`src/logic/capcmp_pkg.sv`:
```
package capcmp_pkg;
    // register byte addresses, one aligned word each
    localparam logic [7:0] channel_one_value_low_addr  = 8'h00;
    localparam logic [7:0] channel_one_value_high_addr = 8'h04;
    localparam logic [7:0] channel_one_control_addr    = 8'h08;
    localparam logic [7:0] channel_two_value_low_addr  = 8'h0C;
    localparam logic [7:0] channel_two_value_high_addr = 8'h10;
    localparam logic [7:0] channel_two_control_addr    = 8'h14;
    localparam logic [7:0] channel_stride              = 8'h0C;
    // control register fields
    localparam int         duty_lsb_pos      = 4;
    localparam int         mode_pos          = 0;
    localparam logic [7:0] control_writable  = 8'h3F;
    localparam logic [7:0] control_reset     = 8'h00;
    localparam logic [7:0] value_reset       = 8'h00;
    localparam logic [9:0] duty_reset        = 10'h000;
    // mode select encodings
    localparam logic [1:0] mode_group_off     = 2'h0;
    localparam logic [1:0] mode_group_capture = 2'h1;
    localparam logic [1:0] mode_group_compare = 2'h2;
    localparam logic [1:0] mode_group_pwm     = 2'h3;
    localparam logic [3:0] mode_special_event = 4'hB;
    // decoded channel modes
    typedef enum logic [1:0] {
        mode_off,
        mode_capture,
        mode_compare,
        mode_pwm
    } chan_mode_e;
endpackage

```
`src/logic/dual_capture_compare.sv`:
```
`timescale 1ns/1ps
// Summary of operation
// - each channel holds a 16-bit value: capture, compare or PWM duty register
// - the 16-bit value is reached as separate low and high byte registers
// - each channel has its own control register selecting its mode
// - both channels behave alike except for the special event effect
// - channel one special event resets the 16-bit time-base timer
// - channel two special event resets timer and starts A/D when enabled
// - capture and compare use the 16-bit timer, PWM the 8-bit period timer
// - PWM channels share period and duty update at the period timer event
// - control bits 5 and 4 hold the two low PWM duty bits
module dual_capture_compare (
    // clock and reset
    input  wire logic        pclk,
    input  wire logic        presetn,
    // apb slave
    input  wire logic        psel,
    input  wire logic        penable,
    input  wire logic        pwrite,
    input  wire logic [7:0]  paddr,
    input  wire logic [31:0] pwdata,
    output logic      [31:0] prdata,
    output logic             pready,
    output logic             pslverr,
    // timers and converter
    input  wire logic [15:0] wide_timebase_count,
    input  wire logic [7:0]  period_timer_count,
    input  wire logic        period_timer_event,
    input  wire logic        ad_module_enabled,
    // capture pins, one per channel
    input  wire logic [1:0]  capture_in,
    // event and waveform outputs
    output logic             timebase_reset,
    output logic             ad_start,
    output logic      [1:0]  compare_match,
    output logic      [1:0]  pwm_out
);

    logic [7:0]  value_low  [2];
    logic [7:0]  value_high [2];
    logic [7:0]  control    [2];
    logic [9:0]  duty_active [2];
    logic [1:0]  capture_prev;
    logic [1:0]  equal_prev;
    logic [1:0]  equal_now;
    logic [1:0]  capture_edge;
    logic [1:0]  special_hit;
    logic        access;
    logic        do_write;
    logic [7:0]  read_value;
    logic        addr_mapped;

    // mode decode from the select field
    function automatic capcmp_pkg::chan_mode_e decode_mode(input logic [7:0] ctl);
        logic [1:0] grp;
        grp = ctl[capcmp_pkg::mode_pos+3 -: 2];
        if (grp == capcmp_pkg::mode_group_capture) decode_mode = capcmp_pkg::mode_capture;
        else if (grp == capcmp_pkg::mode_group_compare) decode_mode = capcmp_pkg::mode_compare;
        else if (grp == capcmp_pkg::mode_group_pwm) decode_mode = capcmp_pkg::mode_pwm;
        else decode_mode = capcmp_pkg::mode_off;
    endfunction

    // register address of a channel slot
    function automatic logic [7:0] chan_addr(input int ch, input logic [7:0] base);
        chan_addr = 8'(base + ch * capcmp_pkg::channel_stride);
    endfunction

    // first access cycle, and the completion edge at which a write lands
    assign access   = psel && penable && !pready;
    assign do_write = psel && penable && pready && pwrite;

    // per-channel event detection against the 16-bit timer
    always_comb begin
        for (int ch = 0; ch < 2; ch++) begin
            equal_now[ch]    = (decode_mode(control[ch]) == capcmp_pkg::mode_compare) &&
                               ({value_high[ch], value_low[ch]} == wide_timebase_count);
            capture_edge[ch] = (decode_mode(control[ch]) == capcmp_pkg::mode_capture) &&
                               capture_in[ch] && !capture_prev[ch];
            special_hit[ch]  = equal_now[ch] && !equal_prev[ch] &&
                               (control[ch][3:0] == capcmp_pkg::mode_special_event);
        end
    end

    // read decode: selected byte and whether the address is mapped
    always_comb begin
        read_value  = 8'h00;
        addr_mapped = 1'b1;
        if (paddr == capcmp_pkg::channel_one_value_low_addr) begin
            read_value = value_low[0];
        end else if (paddr == capcmp_pkg::channel_one_value_high_addr) begin
            read_value = value_high[0];
        end else if (paddr == capcmp_pkg::channel_one_control_addr) begin
            read_value = control[0];
        end else if (paddr == capcmp_pkg::channel_two_value_low_addr) begin
            read_value = value_low[1];
        end else if (paddr == capcmp_pkg::channel_two_value_high_addr) begin
            read_value = value_high[1];
        end else if (paddr == capcmp_pkg::channel_two_control_addr) begin
            read_value = control[1];
        end else begin
            addr_mapped = 1'b0;
        end
    end

    // apb handshake: one wait state, then a one-cycle answer
    always_ff @(posedge pclk or negedge presetn) begin
        if (!presetn) begin
            pready <= 1'b0;
        end else begin
            pready <= access;
        end
    end

    // error answer for an unmapped address
    always_ff @(posedge pclk or negedge presetn) begin
        if (!presetn) begin
            pslverr <= 1'b0;
        end else begin
            pslverr <= access && !addr_mapped;
        end
    end

    // read data, standing only in the answer cycle
    always_ff @(posedge pclk or negedge presetn) begin
        if (!presetn) begin
            prdata <= 32'h00000000;
        end else begin
            prdata <= access ? {24'h000000, read_value} : 32'h00000000;
        end
    end

    // value bytes: capture load wins over a software write
    always_ff @(posedge pclk or negedge presetn) begin
        if (!presetn) begin
            for (int ch = 0; ch < 2; ch++) begin
                value_low[ch]  <= capcmp_pkg::value_reset;
                value_high[ch] <= capcmp_pkg::value_reset;
            end
        end else begin
            for (int ch = 0; ch < 2; ch++) begin
                if (capture_edge[ch]) begin
                    value_low[ch]  <= wide_timebase_count[7:0];
                    value_high[ch] <= wide_timebase_count[15:8];
                end else if (do_write) begin
                    if (paddr == chan_addr(ch, capcmp_pkg::channel_one_value_low_addr)) begin
                        value_low[ch] <= pwdata[7:0];
                    end else if (paddr == chan_addr(ch, capcmp_pkg::channel_one_value_high_addr)) begin
                        value_high[ch] <= pwdata[7:0];
                    end
                end
            end
        end
    end

    // control registers, writable bits only
    always_ff @(posedge pclk or negedge presetn) begin
        if (!presetn) begin
            for (int ch = 0; ch < 2; ch++) begin
                control[ch] <= capcmp_pkg::control_reset;
            end
        end else begin
            for (int ch = 0; ch < 2; ch++) begin
                if (do_write && paddr == chan_addr(ch, capcmp_pkg::channel_one_control_addr)) begin
                    control[ch] <= pwdata[7:0] & capcmp_pkg::control_writable;
                end
            end
        end
    end

    // capture pin history, idle low after reset
    always_ff @(posedge pclk or negedge presetn) begin
        if (!presetn) begin
            capture_prev <= 2'h0;
        end else begin
            capture_prev <= capture_in;
        end
    end

    // match history, so one equality run gives one pulse
    always_ff @(posedge pclk or negedge presetn) begin
        if (!presetn) begin
            equal_prev <= 2'h0;
        end else begin
            equal_prev <= equal_now;
        end
    end

    // compare match and special event outputs
    always_ff @(posedge pclk or negedge presetn) begin
        if (!presetn) begin
            compare_match  <= 2'h0;
            timebase_reset <= 1'b0;
            ad_start       <= 1'b0;
        end else begin
            compare_match  <= equal_now & ~equal_prev;
            timebase_reset <= special_hit[0] || special_hit[1];
            ad_start       <= special_hit[1] && ad_module_enabled;
        end
    end

    // pwm duty latched at the shared period event
    always_ff @(posedge pclk or negedge presetn) begin
        if (!presetn) begin
            for (int ch = 0; ch < 2; ch++) begin
                duty_active[ch] <= capcmp_pkg::duty_reset;
            end
        end else if (period_timer_event) begin
            for (int ch = 0; ch < 2; ch++) begin
                duty_active[ch] <= {value_low[ch], control[ch][capcmp_pkg::duty_lsb_pos+1 -: 2]};
            end
        end
    end

    // pwm waveform against the 8-bit period timer
    always_ff @(posedge pclk or negedge presetn) begin
        if (!presetn) begin
            pwm_out <= 2'h0;
        end else begin
            for (int ch = 0; ch < 2; ch++) begin
                pwm_out[ch] <= (decode_mode(control[ch]) == capcmp_pkg::mode_pwm) &&
                               ({period_timer_count, 2'h0} < duty_active[ch]);
            end
        end
    end

endmodule // dual_capture_compare

```
`config.mk`:
```
export PLATFORM = sky130hd
export DESIGN_NAME = dual_capture_compare
export DESIGN_NICKNAME = d
export VERILOG_FILES = /design/src/logic/capcmp_pkg.sv /design/src/logic/dual_capture_compare.sv
export SDC_FILE = /design/constraint.sdc
export NUM_CORES = 1
export LEC_CHECK = 0
export ABC_AREA = 1
export BUFFER_PORTS_ARGS = -buffer_cell sky130_fd_sc_hd__clkbuf_2
export CAP_MARGIN = 20
export CORE_ASPECT_RATIO = 0.75
export CORE_MARGIN = 5
export CORE_UTILIZATION = 40
export DETAILED_ROUTE_END_ITERATION = 10
export GPL_ROUTABILITY_DRIVEN = 0
export SLEW_MARGIN = 20
export SYNTH_ARGS = -nofsm -noshare
export SYNTH_HDL_FRONTEND = slang
export SYNTH_SLANG_ARGS = --single-unit
```
`constraint.sdc`:
```
create_clock -name pclk -period 2.75 [get_ports pclk]
set_input_delay 0.275 -clock pclk [delete_from_list [all_inputs] [get_ports pclk]]
set_output_delay 0.275 -clock pclk [all_outputs]
set_load 0.01 [all_outputs]
```
# [Word level (Yosys, flattened, before mapping)]
# Index checks and enable logic that the tools add are counted.
[word_totals] reg_bits=84 word_cells=115 input_bits=73
[op_classes] n_mux=33 magnitude_cmp=2 n_reduce_logical=38 bitwise_logic=2 n_eq_ne=23
[op_table] cell="$mux W8" n=20
[op_table] cell="$eq A16 B16 Y1" n=2
[op_table] cell="$logic_and A1 B1 Y1" n=20
[op_table] cell="$lt A10 B10 Y1" n=2
[op_table] cell="$eq A2 B2 Y1 const B" n=8
[op_table] cell="$eq A8 B4 Y1 const B" n=2
[op_table] cell="$eq A8 B5 Y1 const B" n=2
[op_table] cell="$mux W2" n=6
[op_table] cell="$reduce_bool A2 Y1" n=6
[op_table] cell="$eq A2 B1 Y1 const B" n=4
[op_table] cell="$eq A4 B4 Y1 const B" n=2
[op_table] cell="$eq A8 B3 Y1 const B" n=1
[op_table] cell="$logic_not A8 Y1" n=1
[op_table] cell="$logic_not A1 Y1" n=6
[op_table] cell="$mux W1" n=6
[op_table] cell="$mux W6" n=1
[op_table] cell="$reduce_and A3 Y1" n=2
[op_table] cell="$ne A2 B2 Y1 const B" n=2
[op_table] cell="$reduce_and A2 Y1" n=2
[op_table] cell="$and A2 B2 Y2" n=1
[op_table] cell="$not A2 Y2" n=1
[op_table] cell="$logic_or A1 B1 Y1" n=1

# [Longest topological paths before layout]
# Gate-level depths: netlist (run 1).
[depth] ltp_word=9 depth_mapped=10 ltp_nobuf=10

# [Worst setup path after synthesis (run 1)]
# No wires, ideal clock.
[synth_timing] path_type="register to register" start="register pready" end="register value_high[7] (netlist bit)" arrival_ns=1.229 t_required_ns=2.621 path_buffers=0 path_stages_with_launch=8 setup_ns=0.129 synth_period_minus_slack_ns=1.358 path_slack_ns=1.392 cell_sequence="dfrtp_1 > nand4_4 > inv_1 > nand2_4 > inv_4 > nor2_4 > nand2_1 > o221ai_2"
[synth_via] elab_chain_cells=4
[synth_lines] element="start: declaration" line="dual_capture_compare.sv:23" text="output logic pready,"
[synth_lines] element="start signal: assignment" line="dual_capture_compare.sv:110" text="pready <= access;"
[synth_lines] element="$logic_and A1 B1 Y1 (2 in a row)" line="dual_capture_compare.sv:70" text="assign do_write = psel && penable && pready && pwrite;"
[synth_lines] element="$reduce_bool A2 Y1 (no line)"
[synth_lines] element="$reduce_and A3 Y1 (no line)"
[synth_lines] element="end signal: indexed assignment" line="dual_capture_compare.sv:137" text="value_high[ch] <= capcmp_pkg::value_reset;"
[synth_lines] element="end signal: indexed assignment" line="dual_capture_compare.sv:143" text="value_high[ch] <= wide_timebase_count[15:8];"
[synth_lines] element="end signal: indexed assignment" line="dual_capture_compare.sv:148" text="value_high[ch] <= pwdata[7:0];"
[synth_lines] element="end: declaration" line="dual_capture_compare.sv:40" text="logic [7:0] value_high [2];"
# Every way passes these cells.
# A chain may end at the register's enable or synchronous reset.

# [Worst setup path after layout (run 1)]
[layout_timing] start="register control[3] (netlist bit)" end="register value_low[7] (netlist bit)"
[layout_via] elab_chain_cells=9 word_cells_on_any_way=13 cone_classes="eq/ne (4); mux (4); reduce/logical (5)"
[layout_lines] element="start: declaration" line="dual_capture_compare.sv:41" text="logic [7:0] control [2];"
[layout_lines] element="start signal: indexed assignment" line="dual_capture_compare.sv:159" text="control[ch] <= capcmp_pkg::control_reset;"
[layout_lines] element="start signal: indexed assignment" line="dual_capture_compare.sv:164" text="control[ch] <= pwdata[7:0] & capcmp_pkg::control_writable;"
[layout_lines] element="$eq A2 B2 Y1" line="dual_capture_compare.sv:59" text="else if (grp == capcmp_pkg::mode_group_pwm) decode_mode = capcmp_pkg::mode_pwm;"
[layout_lines] element="$mux W2" line="dual_capture_compare.sv:59"
[layout_lines] element="$mux W2" line="dual_capture_compare.sv:58" text="else if (grp == capcmp_pkg::mode_group_compare) decode_mode = capcmp_pkg::mode_compare;"
[layout_lines] element="$mux W2 *" line="dual_capture_compare.sv:57" text="if (grp == capcmp_pkg::mode_group_capture) decode_mode = capcmp_pkg::mode_capture;"
[layout_lines] element="$eq A2 B1 Y1 *" line="dual_capture_compare.sv:77" text="capture_edge[ch] = (decode_mode(control[ch]) == capcmp_pkg::mode_capture) &&"
[layout_lines] element="$logic_and A1 B1 Y1 *" line="dual_capture_compare.sv:77"
[layout_lines] element="$logic_and A1 B1 Y1 *" line="dual_capture_compare.sv:78" text="capture_in[ch] && !capture_prev[ch];"
[layout_lines] element="$reduce_bool A2 Y1 (no line)"
[layout_lines] element="$reduce_and A2 Y1 (no line)"
[layout_lines] element="end signal: indexed assignment" line="dual_capture_compare.sv:136" text="value_low[ch] <= capcmp_pkg::value_reset;"
[layout_lines] element="end signal: indexed assignment" line="dual_capture_compare.sv:142" text="value_low[ch] <= wide_timebase_count[7:0];"
[layout_lines] element="end signal: indexed assignment" line="dual_capture_compare.sv:146" text="value_low[ch] <= pwdata[7:0];"
[layout_lines] element="end: declaration" line="dual_capture_compare.sv:39" text="logic [7:0] value_low [2];"
# Every way passes the cells marked *; elsewhere a longest branch is shown, timed or not.

==> impl_metrics.toml, run 1 <==
[sta]
whs_ns = 0.0515
tightestPinTransition_ns = 0.661
tns_ns = 0
fmax_ghz = 0.555
min_period_over_period = 0.655
slew-limit-headroom = 0.559
clock_skew_ns = 0.0107
drv_slew = 0
rsz0062_at_grt = "false"
hold_viol = 0
worst_slack_ns = 0.949
period_needed_ns = 1.80
setup_viol = 0

[worst_setup_path]
crit_buf_inv = 2
path_delay_family = "simple AND/OR/NAND/NOR gates"
cp_slowest_cell = "and3_1"
cp.required_ns = 2.96
critPathArrivalTime_ns = 2.01
endpoint_kind = "flop"
crit_fanout = 12
start_kind = "flop"
critical_path_class = "flop to flop"
critPathMaxStageDelay_ns = 0.45
crit_chain = "nor2_1 -> and3_1 -> inv_1 -> nand2_2 -> inv_2 -> nand2_1 -> o221ai_1"

[clocking]
insertion_delay_ns = 0.35
cts_root_buf = "clkbuf_16"
path_clk_slew_ns = 0.06
cts_hold_buf = 1
cts_made_buffers = 9
cts_tree = "yes"
tritoncts_num_sinks = 84
cts-htree-levels = 3
cts.repair.resized = 0
cts_setup_buffers = 0
cts.path.max_buffers = 2

[grt]
antenna_found_initial = 0
gr-usage-all-layers = 0.195
grt_pass1_wl_um = 22700
grt_max_degree = 42
grt_overflow = 0
grt_pass1_vias = 4140

[floorplanning]
start_util = 0.411
die_w_um = 140
core_region_area_um2 = 12300
die-area_um2 = 15100
ios = 113
die_h_um = 108
rows = 35

[run]
drv_cap = 0

[synthesis]
synth-compound-area-share = 0.134
avgSynthCellArea_um2 = 7.80
yosys_warnings = 0
yosys.area.top_type = "dfrtp_1"
synth_mux_area_frac = 0
ys_async_sr_fraction = 1.00
synth_ff_type = "dfrtp_1"
yosys.cell_types.count = 38
yosysSeqAreaShare = 0.415
synth_xor_area_frac = 0.00864
synth-edff-count = 0
synth_top_family_by_area = "simple AND/OR/NAND/NOR gates"
synth-simple-area-share = 0.282
synth-seq-cells = 84
synth_top_area_frac = 0.415
synth_area_leaders = "dfrtp_1 (41%), nand2_1 (15%), inv_1 (6.9%)"
yosysMostFrequentCell = "nand2_1"
syn-cell-area_um2 = 5070
synth_cells = 650
yosys-top-cells-count = "nand2_1 (196), inv_1 (93), dfrtp_1 (84), nor2_1 (42), o21ai_0 (36)"
synthAdderAreaFrac = 0.0395

[routing]
vias_per_cell = 4.99
drt_iter0_drc = 575
drt_first_pass_iters = 6
wl_per_cell_um = 16.3
route.final.wire_length_um = 14500
ant_nets = 0
vias = 4432
drc = 0

[finish]
antenna_cells = 0
fillCellCount = 1269
final_cell_area_um2 = 5810
area_growth_pct = 14.6
drive_gt1_frac = 0.187
finalNetCount = 806
post-route-util = 0.471

[outcome]
outcome = "complete, no violations"

[worst_hold_path]
hp-class = "primary input to flop"

[power_and_ir_drop]
power.density_nw_per_um2 = 503
p_leak_nw = 3.15
ir_drop_v = 0.000295

[place]
port_buffers = 64
place_ws_ns = 0.972
postPlaceCellArea_um2 = 5470
dpl.hpwl_um = 11200
## area by class of cell
class                           count  area [um^2]  area share
Sequential cell                    84         2100       0.362
Multi-Input combinational cell    456         2440       0.420
Timing Repair Buffer               68          355      0.0612
Clock buffer                       11          233      0.0401
Clock inverter                      5          100      0.0172
Tap cell                          166          208      0.0357
Inverter                           98          370      0.0637
## power breakdown
| part | internal, mW | leakage, nW | switching [mW] |
|---|---|---|---|
| sequential | 1.26 | 1.12 | 0.0155 |
| clock | 0.885 | 0.163 | 0.487 |
| combinational | 0.0838 | 1.87 | 0.194 |
## cell families (layout without fill, tap and decap cells)
| family | Yosys count | after routing |
|---|---|---|
| adder cells (fa/ha/maj) | 16 | 16 |
| XOR/XNOR | 5 | 5 |
| other | 1 | 24 |
| AND/OR/NAND/NOR | 304 | 304 |
| buffers and inverters | 133 | 182 |
| flip-flops | 84 | 84 |
| AO/OA/AOI/OAI | 107 | 107 |
## path summary, 6_finish.rpt
path	start	to	slack [ns]	depth (start not counted)
max in group asynchronous	presetn	value_low[3]$_DFFE_PN0P_	1.57	3
setup reg to reg	control[3]$_DFFE_PN0P_	value_low[7]$_DFFE_PN0P_	0.95	7
hold / removal	capture_in[1]	capture_prev[1]$_DFF_PN0_	0.05	1
setup / recovery	control[3]$_DFFE_PN0P_	value_low[7]$_DFFE_PN0P_	0.95	7
hold reg to reg	equal_prev[0]$_DFF_PN0_	compare_match[0]$_DFF_PN0_	0.43	1
min in group asynchronous	presetn	duty_active[12]$_DFFE_PN0P_	0.46	2
## sequential cells by signal (all words and copies together) (netlist names)
register / count
equal_prev: 2
value_low: 16
value_high: 16
pwm_out: 2
ad_start: 1
pslverr: 1
capture_prev: 2
timebase_reset: 1
duty_active: 20
compare_match: 2
pready: 1
prdata: 8
control: 12
## stage by stage
step | instances | power (mW)
after floorplan | 673 | 1.46
after global placement | 871 | 1.56
after detailed placement | 871 | 1.57
after CTS | 888 | 2.95
after global routing | 888 | 3.03
final | 888 | 2.92
## cells in the final DEF (no fill, tap or decap), types with 5 or more instances in the layout
| cell type | Yosys | layout |
|---|---|---|
| nand2_4 | 6 | 6 |
| nand3_1 | 22 | 22 |
| nor2_4 | 7 | 7 |
| nand2_2 | 10 | 10 |
| inv_1 | 93 | 93 |
| a22oi_1 | 23 | 23 |
| o21ai_2 | 12 | 12 |
| nor2_1 | 42 | 42 |
| nand2_1 | 196 | 196 |
| a21oi_1 | 23 | 23 |
| nand4_1 | 5 | 5 |
| o21ai_0 | 36 | 36 |
| conb_1 | 1 | 24 |
| clkbuf_16 | 0 | 9 |
| ha_1 | 16 | 16 |
| clkbuf_2 | 0 | 63 |
| dfrtp_1 | 84 | 84 |
## routing by layer
layer  vias to the layer above  wire length, um  GRT usage
li1                       2159                -          -
met1                      2046             6730      0.297
met2                       215             6000      0.275
met3                        12             1620     0.0564
met4                         0              123     0.0373
met5                         -                0          0
Power figures use the tool's default switching activity.
==> run 2, diff against run 1 <==
- ABC_AREA: 1 -> 0
- clock period: 2.75 -> 1.73 ns (I/O delays scaled with it)
==> impl_metrics.toml, run 2 <==
[outcome]
outcome = "finished with violations"
violations = "setup timing"

[finish]
final_common_cell = "dfrtp_1"
largest_reg_flops = 20
finalNetCount = 657
area_growth_pct = 24.2
drive_gt1_frac = 0.262
antenna_cells = 0
mostFrequentLayoutCells = "dfrtp_1 (84), nand2_1 (68), clkbuf_2 (63)"
top_regs = "duty_active (20), value_high (16), value_low (16)"
final_cell_count_no_fill = 713
final_cell_area_um2 = 5710
regMostFlops = "duty_active"

[floorplanning]
rows = 33
die-area_um2 = 13800
start_util = 0.414
die_w_um = 134
die_h_um = 103
ios = 113
core_region_area_um2 = 11100

[synthesis]
yosysMostFrequentCell = "dfrtp_1"
synth_ff_type = "dfrtp_1"
synth_cells = 470
yosys-top-cells-count = "dfrtp_1 (84), nand2_1 (68), o21ai_0 (56), mux2i_1 (32), inv_1 (28)"
yosys.cell_types.count = 46
synth-seq-cells = 84
synth-edff-count = 0
synth_area_leaders = "dfrtp_1 (46%), mux2i_1 (7.0%), o21ai_0 (6.1%)"
yosys.area.top_type = "dfrtp_1"
synth_top_area_frac = 0.457
syn-cell-area_um2 = 4600
yosys_warnings = 0
avgSynthCellArea_um2 = 9.78
yosysSeqAreaShare = 0.457
ys_async_sr_fraction = 1.00

[sta]
period_needed_ns = 1.77
drv_slew = 0
hold_viol = 0
min_period_over_period = 1.02
fmax_ghz = 0.566
tns_ns = -0.0880
rsz0062_at_grt = "true"
clock_skew_ns = 0.00541
setup_viol = 3
worst_slack_ns = -0.0371
whs_ns = 0.0442

[routing]
vias_per_cell = 5.37
drt_iter0_drc = 273
wl_per_cell_um = 18.7
drt_first_pass_iters = 5
drc = 0
route.final.wire_length_um = 13300
ant_nets = 0
vias = 3826

[power_and_ir_drop]
p_total_mw = 4.61
p_leak_nw = 2.63
power.density_nw_per_um2 = 807
ir_drop_v = 0.000422

[worst_setup_path]
r2r_start = "value_high[7]$_DFFE_PN0P_"
crit_start = "value_high[7]$_DFFE_PN0P_"
critPathArrivalTime_ns = 2.02
rr_endpoint = "ad_start$_DFF_PN0_"
endpoint_kind = "flop"
reg2reg_depth = 6
r2r_setup_slack_ns = -0.04
cp.required_ns = 1.98
endpoint = "ad_start$_DFF_PN0_"
critical_path_class = "flop to flop"
crit_fanout = 3
start_kind = "flop"

[worst_hold_path]
hp-class = "primary input to flop"

[run]
drv_cap = 0

[grt]
antenna_found_initial = 0
grt_pass1_vias = 3798
grt_overflow = 0
gr-usage-all-layers = 0.200
grt_pass1_wl_um = 20800
grt_max_degree = 34

[clocking]
cts_tree = "yes"
cts.path.max_buffers = 2
cts_made_buffers = 9
path_clk_slew_ns = 0.07
cts_root_buf = "clkbuf_16"
cts-htree-levels = 3
insertion_delay_ns = 0.35
tritoncts_num_sinks = 84

[place]
dpl.hpwl_um = 10400
placedCellCount = 693
port_buffers = 64
postPlaceCellArea_um2 = 5330
run 2: how the worst min path moves through the flow:
stage	startpoint	end	slack (ns)	depth (start not counted)
finish	ad_module_enabled	ad_start$_DFF_PN0_	0.04	3
global placement	presetn	pwm_out[1]$_DFF_PN0_	0.14	1
CTS	ad_module_enabled	ad_start$_DFF_PN0_	0.03	3
floorplan	presetn	ad_start$_DFF_PN0_	-0.12	0
detailed placement	presetn	pwm_out[1]$_DFF_PN0_	0.14	1
global route	ad_module_enabled	ad_start$_DFF_PN0_	0.05	3
run 2: timing repair:
item	in CTS	in global routing
hold endpoints to repair	29	0
pin swaps	1	1
setup endpoints to repair	6	13
resized for setup	5	4
setup buffers	1	0
hold buffers	3	0
run 2: through the flow:
stage,setup slack (ns),util
5_1_grt,-0.113,0.514
4_1_cts,-0.0473,0.514
6_report,-0.0371,0.514
3_3_place_gp,-0.334,0.480
2_1_floorplan,-0.322,-
3_5_place_dp,-0.392,0.480
run 2: routing by layer:
metal / up-vias / GRT usage / wire (um)
li1: 1775 / - / -
met1: 1860 / 0.294 / 6180
met2: 175 / 0.291 / 5780
met3: 16 / 0.0517 / 1180
met4: 0 / 0.0585 / 211
met5: - / 0 / 0
run 2: cells by family (layout without fill, tap and decap cells):
| family | Yosys count | after routing | share of synthesized area |
|---|---|---|---|
| simple gates | 110 | 110 | 0.118 |
| flops | 84 | 84 | 0.457 |
| fa+ha+maj | 16 | 16 | 0.0435 |
| compound gates | 110 | 110 | 0.139 |
| mux | 44 | 44 | 0.0990 |
| xor+xnor | 32 | 32 | 0.0610 |
| other cells | 1 | 24 | 0.000816 |
| buf+inv | 73 | 153 | 0.0814 |
run 2: critical path: stages, from the launching register on:
cell and delay (ns):
dfrtp_1 0.41, xnor2_2 0.20, nand4_1 0.18, nor4b_2 0.27, buf_4 0.16, nand4_1 0.18, nor4_2 0.28
run 2: final cells by class:
class,instances,area (um^2)
clock inverter,5,60.1
fill,1034,5400
clock buffer,11,253
tap,140,175
timing repair buffer,109,756
sequential,84,2100
inverter,28,105
multi-input combinational,336,2260
run 2: where the power goes:
group          total [mW]  leakage (nW)  internal, mW  switching [mW]
Clock                2.03         0.152          1.20           0.829
Sequential           2.06          1.10          2.02          0.0399
Combinational       0.523          1.38         0.206           0.318
==> run 3, diff against run 2 <==
- BUFFER_PORTS_ARGS: -buffer_cell sky130_fd_sc_hd__clkbuf_2 -> -buffer_cell sky130_fd_sc_hd__buf_2
==> impl_metrics.toml, run 3 (synthesis results as in run 2) <==
[grt]
grt_max_degree = 35
grt_pass1_wl_um = 20900
grt_overflow = 0
grt_pass1_vias = 3741
antenna_found_initial = 0
gr-usage-all-layers = 0.201

[outcome]
outcome = "finished with violations"
violations = "setup timing"

[routing]
wl_per_cell_um = 18.9
dr_wl_met2_um = 5910
drc = 0
vias = 3722
vias_per_cell = 5.21
ant_nets = 0
dr_wl_met3_um = 1120
drt_first_pass_iters = 4
route.final.wire_length_um = 13500
met1_length_um = 6360
top_layer_used = "met4"
drt_iter0_drc = 256

[floorplanning]
die-area_um2 = 13800
ios = 113
start_util = 0.414
core_region_area_um2 = 11100
rows = 33
die_h_um = 103
die_w_um = 134

[worst_setup_path]
critical_path_class = "flop to flop"
start_kind = "flop"
cp.required_ns = 1.98
critPathArrivalTime_ns = 2.10
crit_fanout = 3
endpoint_kind = "flop"

[worst_hold_path]
hp-class = "primary input to flop"

[power_and_ir_drop]
p_seq_frac = 0.438
pwr-share-clk = 0.448
p_leak_nw = 2.63
swShare = 0.247
p_sw_mw = 1.16
power.density_nw_per_um2 = 819
ir_drop_v = 0.000411
comb_power_share = 0.114
intPower_mw = 3.53

[finish]
largest_reg_flops = 20
area_growth_pct = 24.6
fillCellCount = 1020
regMostFlops = "duty_active"
top_regs = "duty_active (20), value_high (16), value_low (16)"
final_cell_area_um2 = 5730
final_cell_count_no_fill = 714
mostFrequentLayoutCells = "dfrtp_1 (84), nand2_1 (68), buf_2 (63)"
antenna_cells = 0
drive_gt1_frac = 0.260
finalNetCount = 658
final_common_cell = "dfrtp_1"

[sta]
period_needed_ns = 1.86
rsz0062_at_grt = "true"
min_period_over_period = 1.07
setup_viol = 4
worst_slack_ns = -0.127
drv_slew = 0
fmax_ghz = 0.539
hold_viol = 0
whs_ns = 0.0424
clock_skew_ns = 0.00569

[clocking]
insertion_delay_ns = 0.34
path_clk_slew_ns = 0.06
cts.path.max_buffers = 2
cts_tree = "yes"
cts_made_buffers = 9
cts_root_buf = "clkbuf_16"
cts-htree-levels = 3
tritoncts_num_sinks = 84

[place]
port_buffers = 64
place_ws_ns = -0.388
dpl.hpwl_um = 10400
postPlaceCellArea_um2 = 5340
placedCellCount = 694

[run]
drv_cap = 0
==> run 3: cell count changes in the layout (fill, tap and decap cells not counted), moves of 2 or more <==
cell      before  now
clkbuf_1       0    2
buf_2          0   63
clkbuf_2      63    0
clkinv_4       2    0
==> run 3: worst max-delay path, cell delays in order (launching register included) <==
cell and delay [ns]:
dfrtp_1 0.41, xnor2_2 0.22, nand4_1 0.18, nor4b_2 0.29
buf_4 0.16, nand4_1 0.18, o32ai_1 0.32
==> run 3: worst paths after layout <==
kind,startpoint,end,slack [ns],depth (start not counted)
max,value_high[7]$_DFFE_PN0P_,timebase_reset$_DFF_PN0_,-0.13,6
min,ad_module_enabled,ad_start$_DFF_PN0_,0.04,3
max reg2reg,value_high[7]$_DFFE_PN0P_,timebase_reset$_DFF_PN0_,-0.13,6
min reg2reg,equal_prev[1]$_DFF_PN0_,compare_match[1]$_DFF_PN0_,0.51,1
max in group asynchronous,presetn,value_high[13]$_DFFE_PN0P_,0.90,3
min in group asynchronous,presetn,pwm_out[1]$_DFF_PN0_,0.29,2
==> run 3: stage by stage <==
stage | power [mW] | TNS [ns] | utilization
global route | 4.87 | -0.579 | 0.516
detailed placement | 2.61 | -10.44 | 0.481
global placement | 2.59 | -8.89 | 0.481
finish | 4.69 | -0.340 | 0.516
floorplan | 2.37 | -4.19 | -
CTS | 4.72 | -0.290 | 0.514
==> run 3: what timing repair did <==
| item | 4_1_cts | 5_1_grt |
|---|---|---|
| gates resized for setup | 5 | 4 |
| setup buffers | 1 | 0 |
| hold buffers | 3 | 0 |
| setup endpoints to repair | 6 | 10 |
| pin swaps | 1 | 0 |
| endpoints found under the hold margin | 24 | 0 |
| gates cloned | 0 | 0 |
==> run 3: final cells by class <==
type,count,area (um^2),area share
multi-input cells,336,2260,0.395
well taps,140,175,0.0306
inverters,28,105,0.0183
repair buffers,110,763,0.133
clock inverters,4,72.6,0.0127
clock buffers,12,246,0.0430
flip-flops and latches,84,2100,0.367
==> run 3: per-layer routing <==
layer | GRT usage | vias to the layer above
met5 | 0 | -
met4 | 0.0356 | 0
met3 | 0.0683 | 8
met2 | 0.302 | 118
met1 | 0.287 | 1829
li1 | - | 1767
==> run 3: power by group through the flow <==
stage | sequential [mW] | combinational, mW | clock, mW
6_report | 2.06 | 0.533 | 2.10
5_1_grt | 2.06 | 0.590 | 2.22
4_1_cts | 2.06 | 0.528 | 2.14
3_5_place_dp | 2.09 | 0.518 | 0
3_3_place_gp | 2.09 | 0.502 | 0
2_1_floorplan | 2.09 | 0.284 | 0
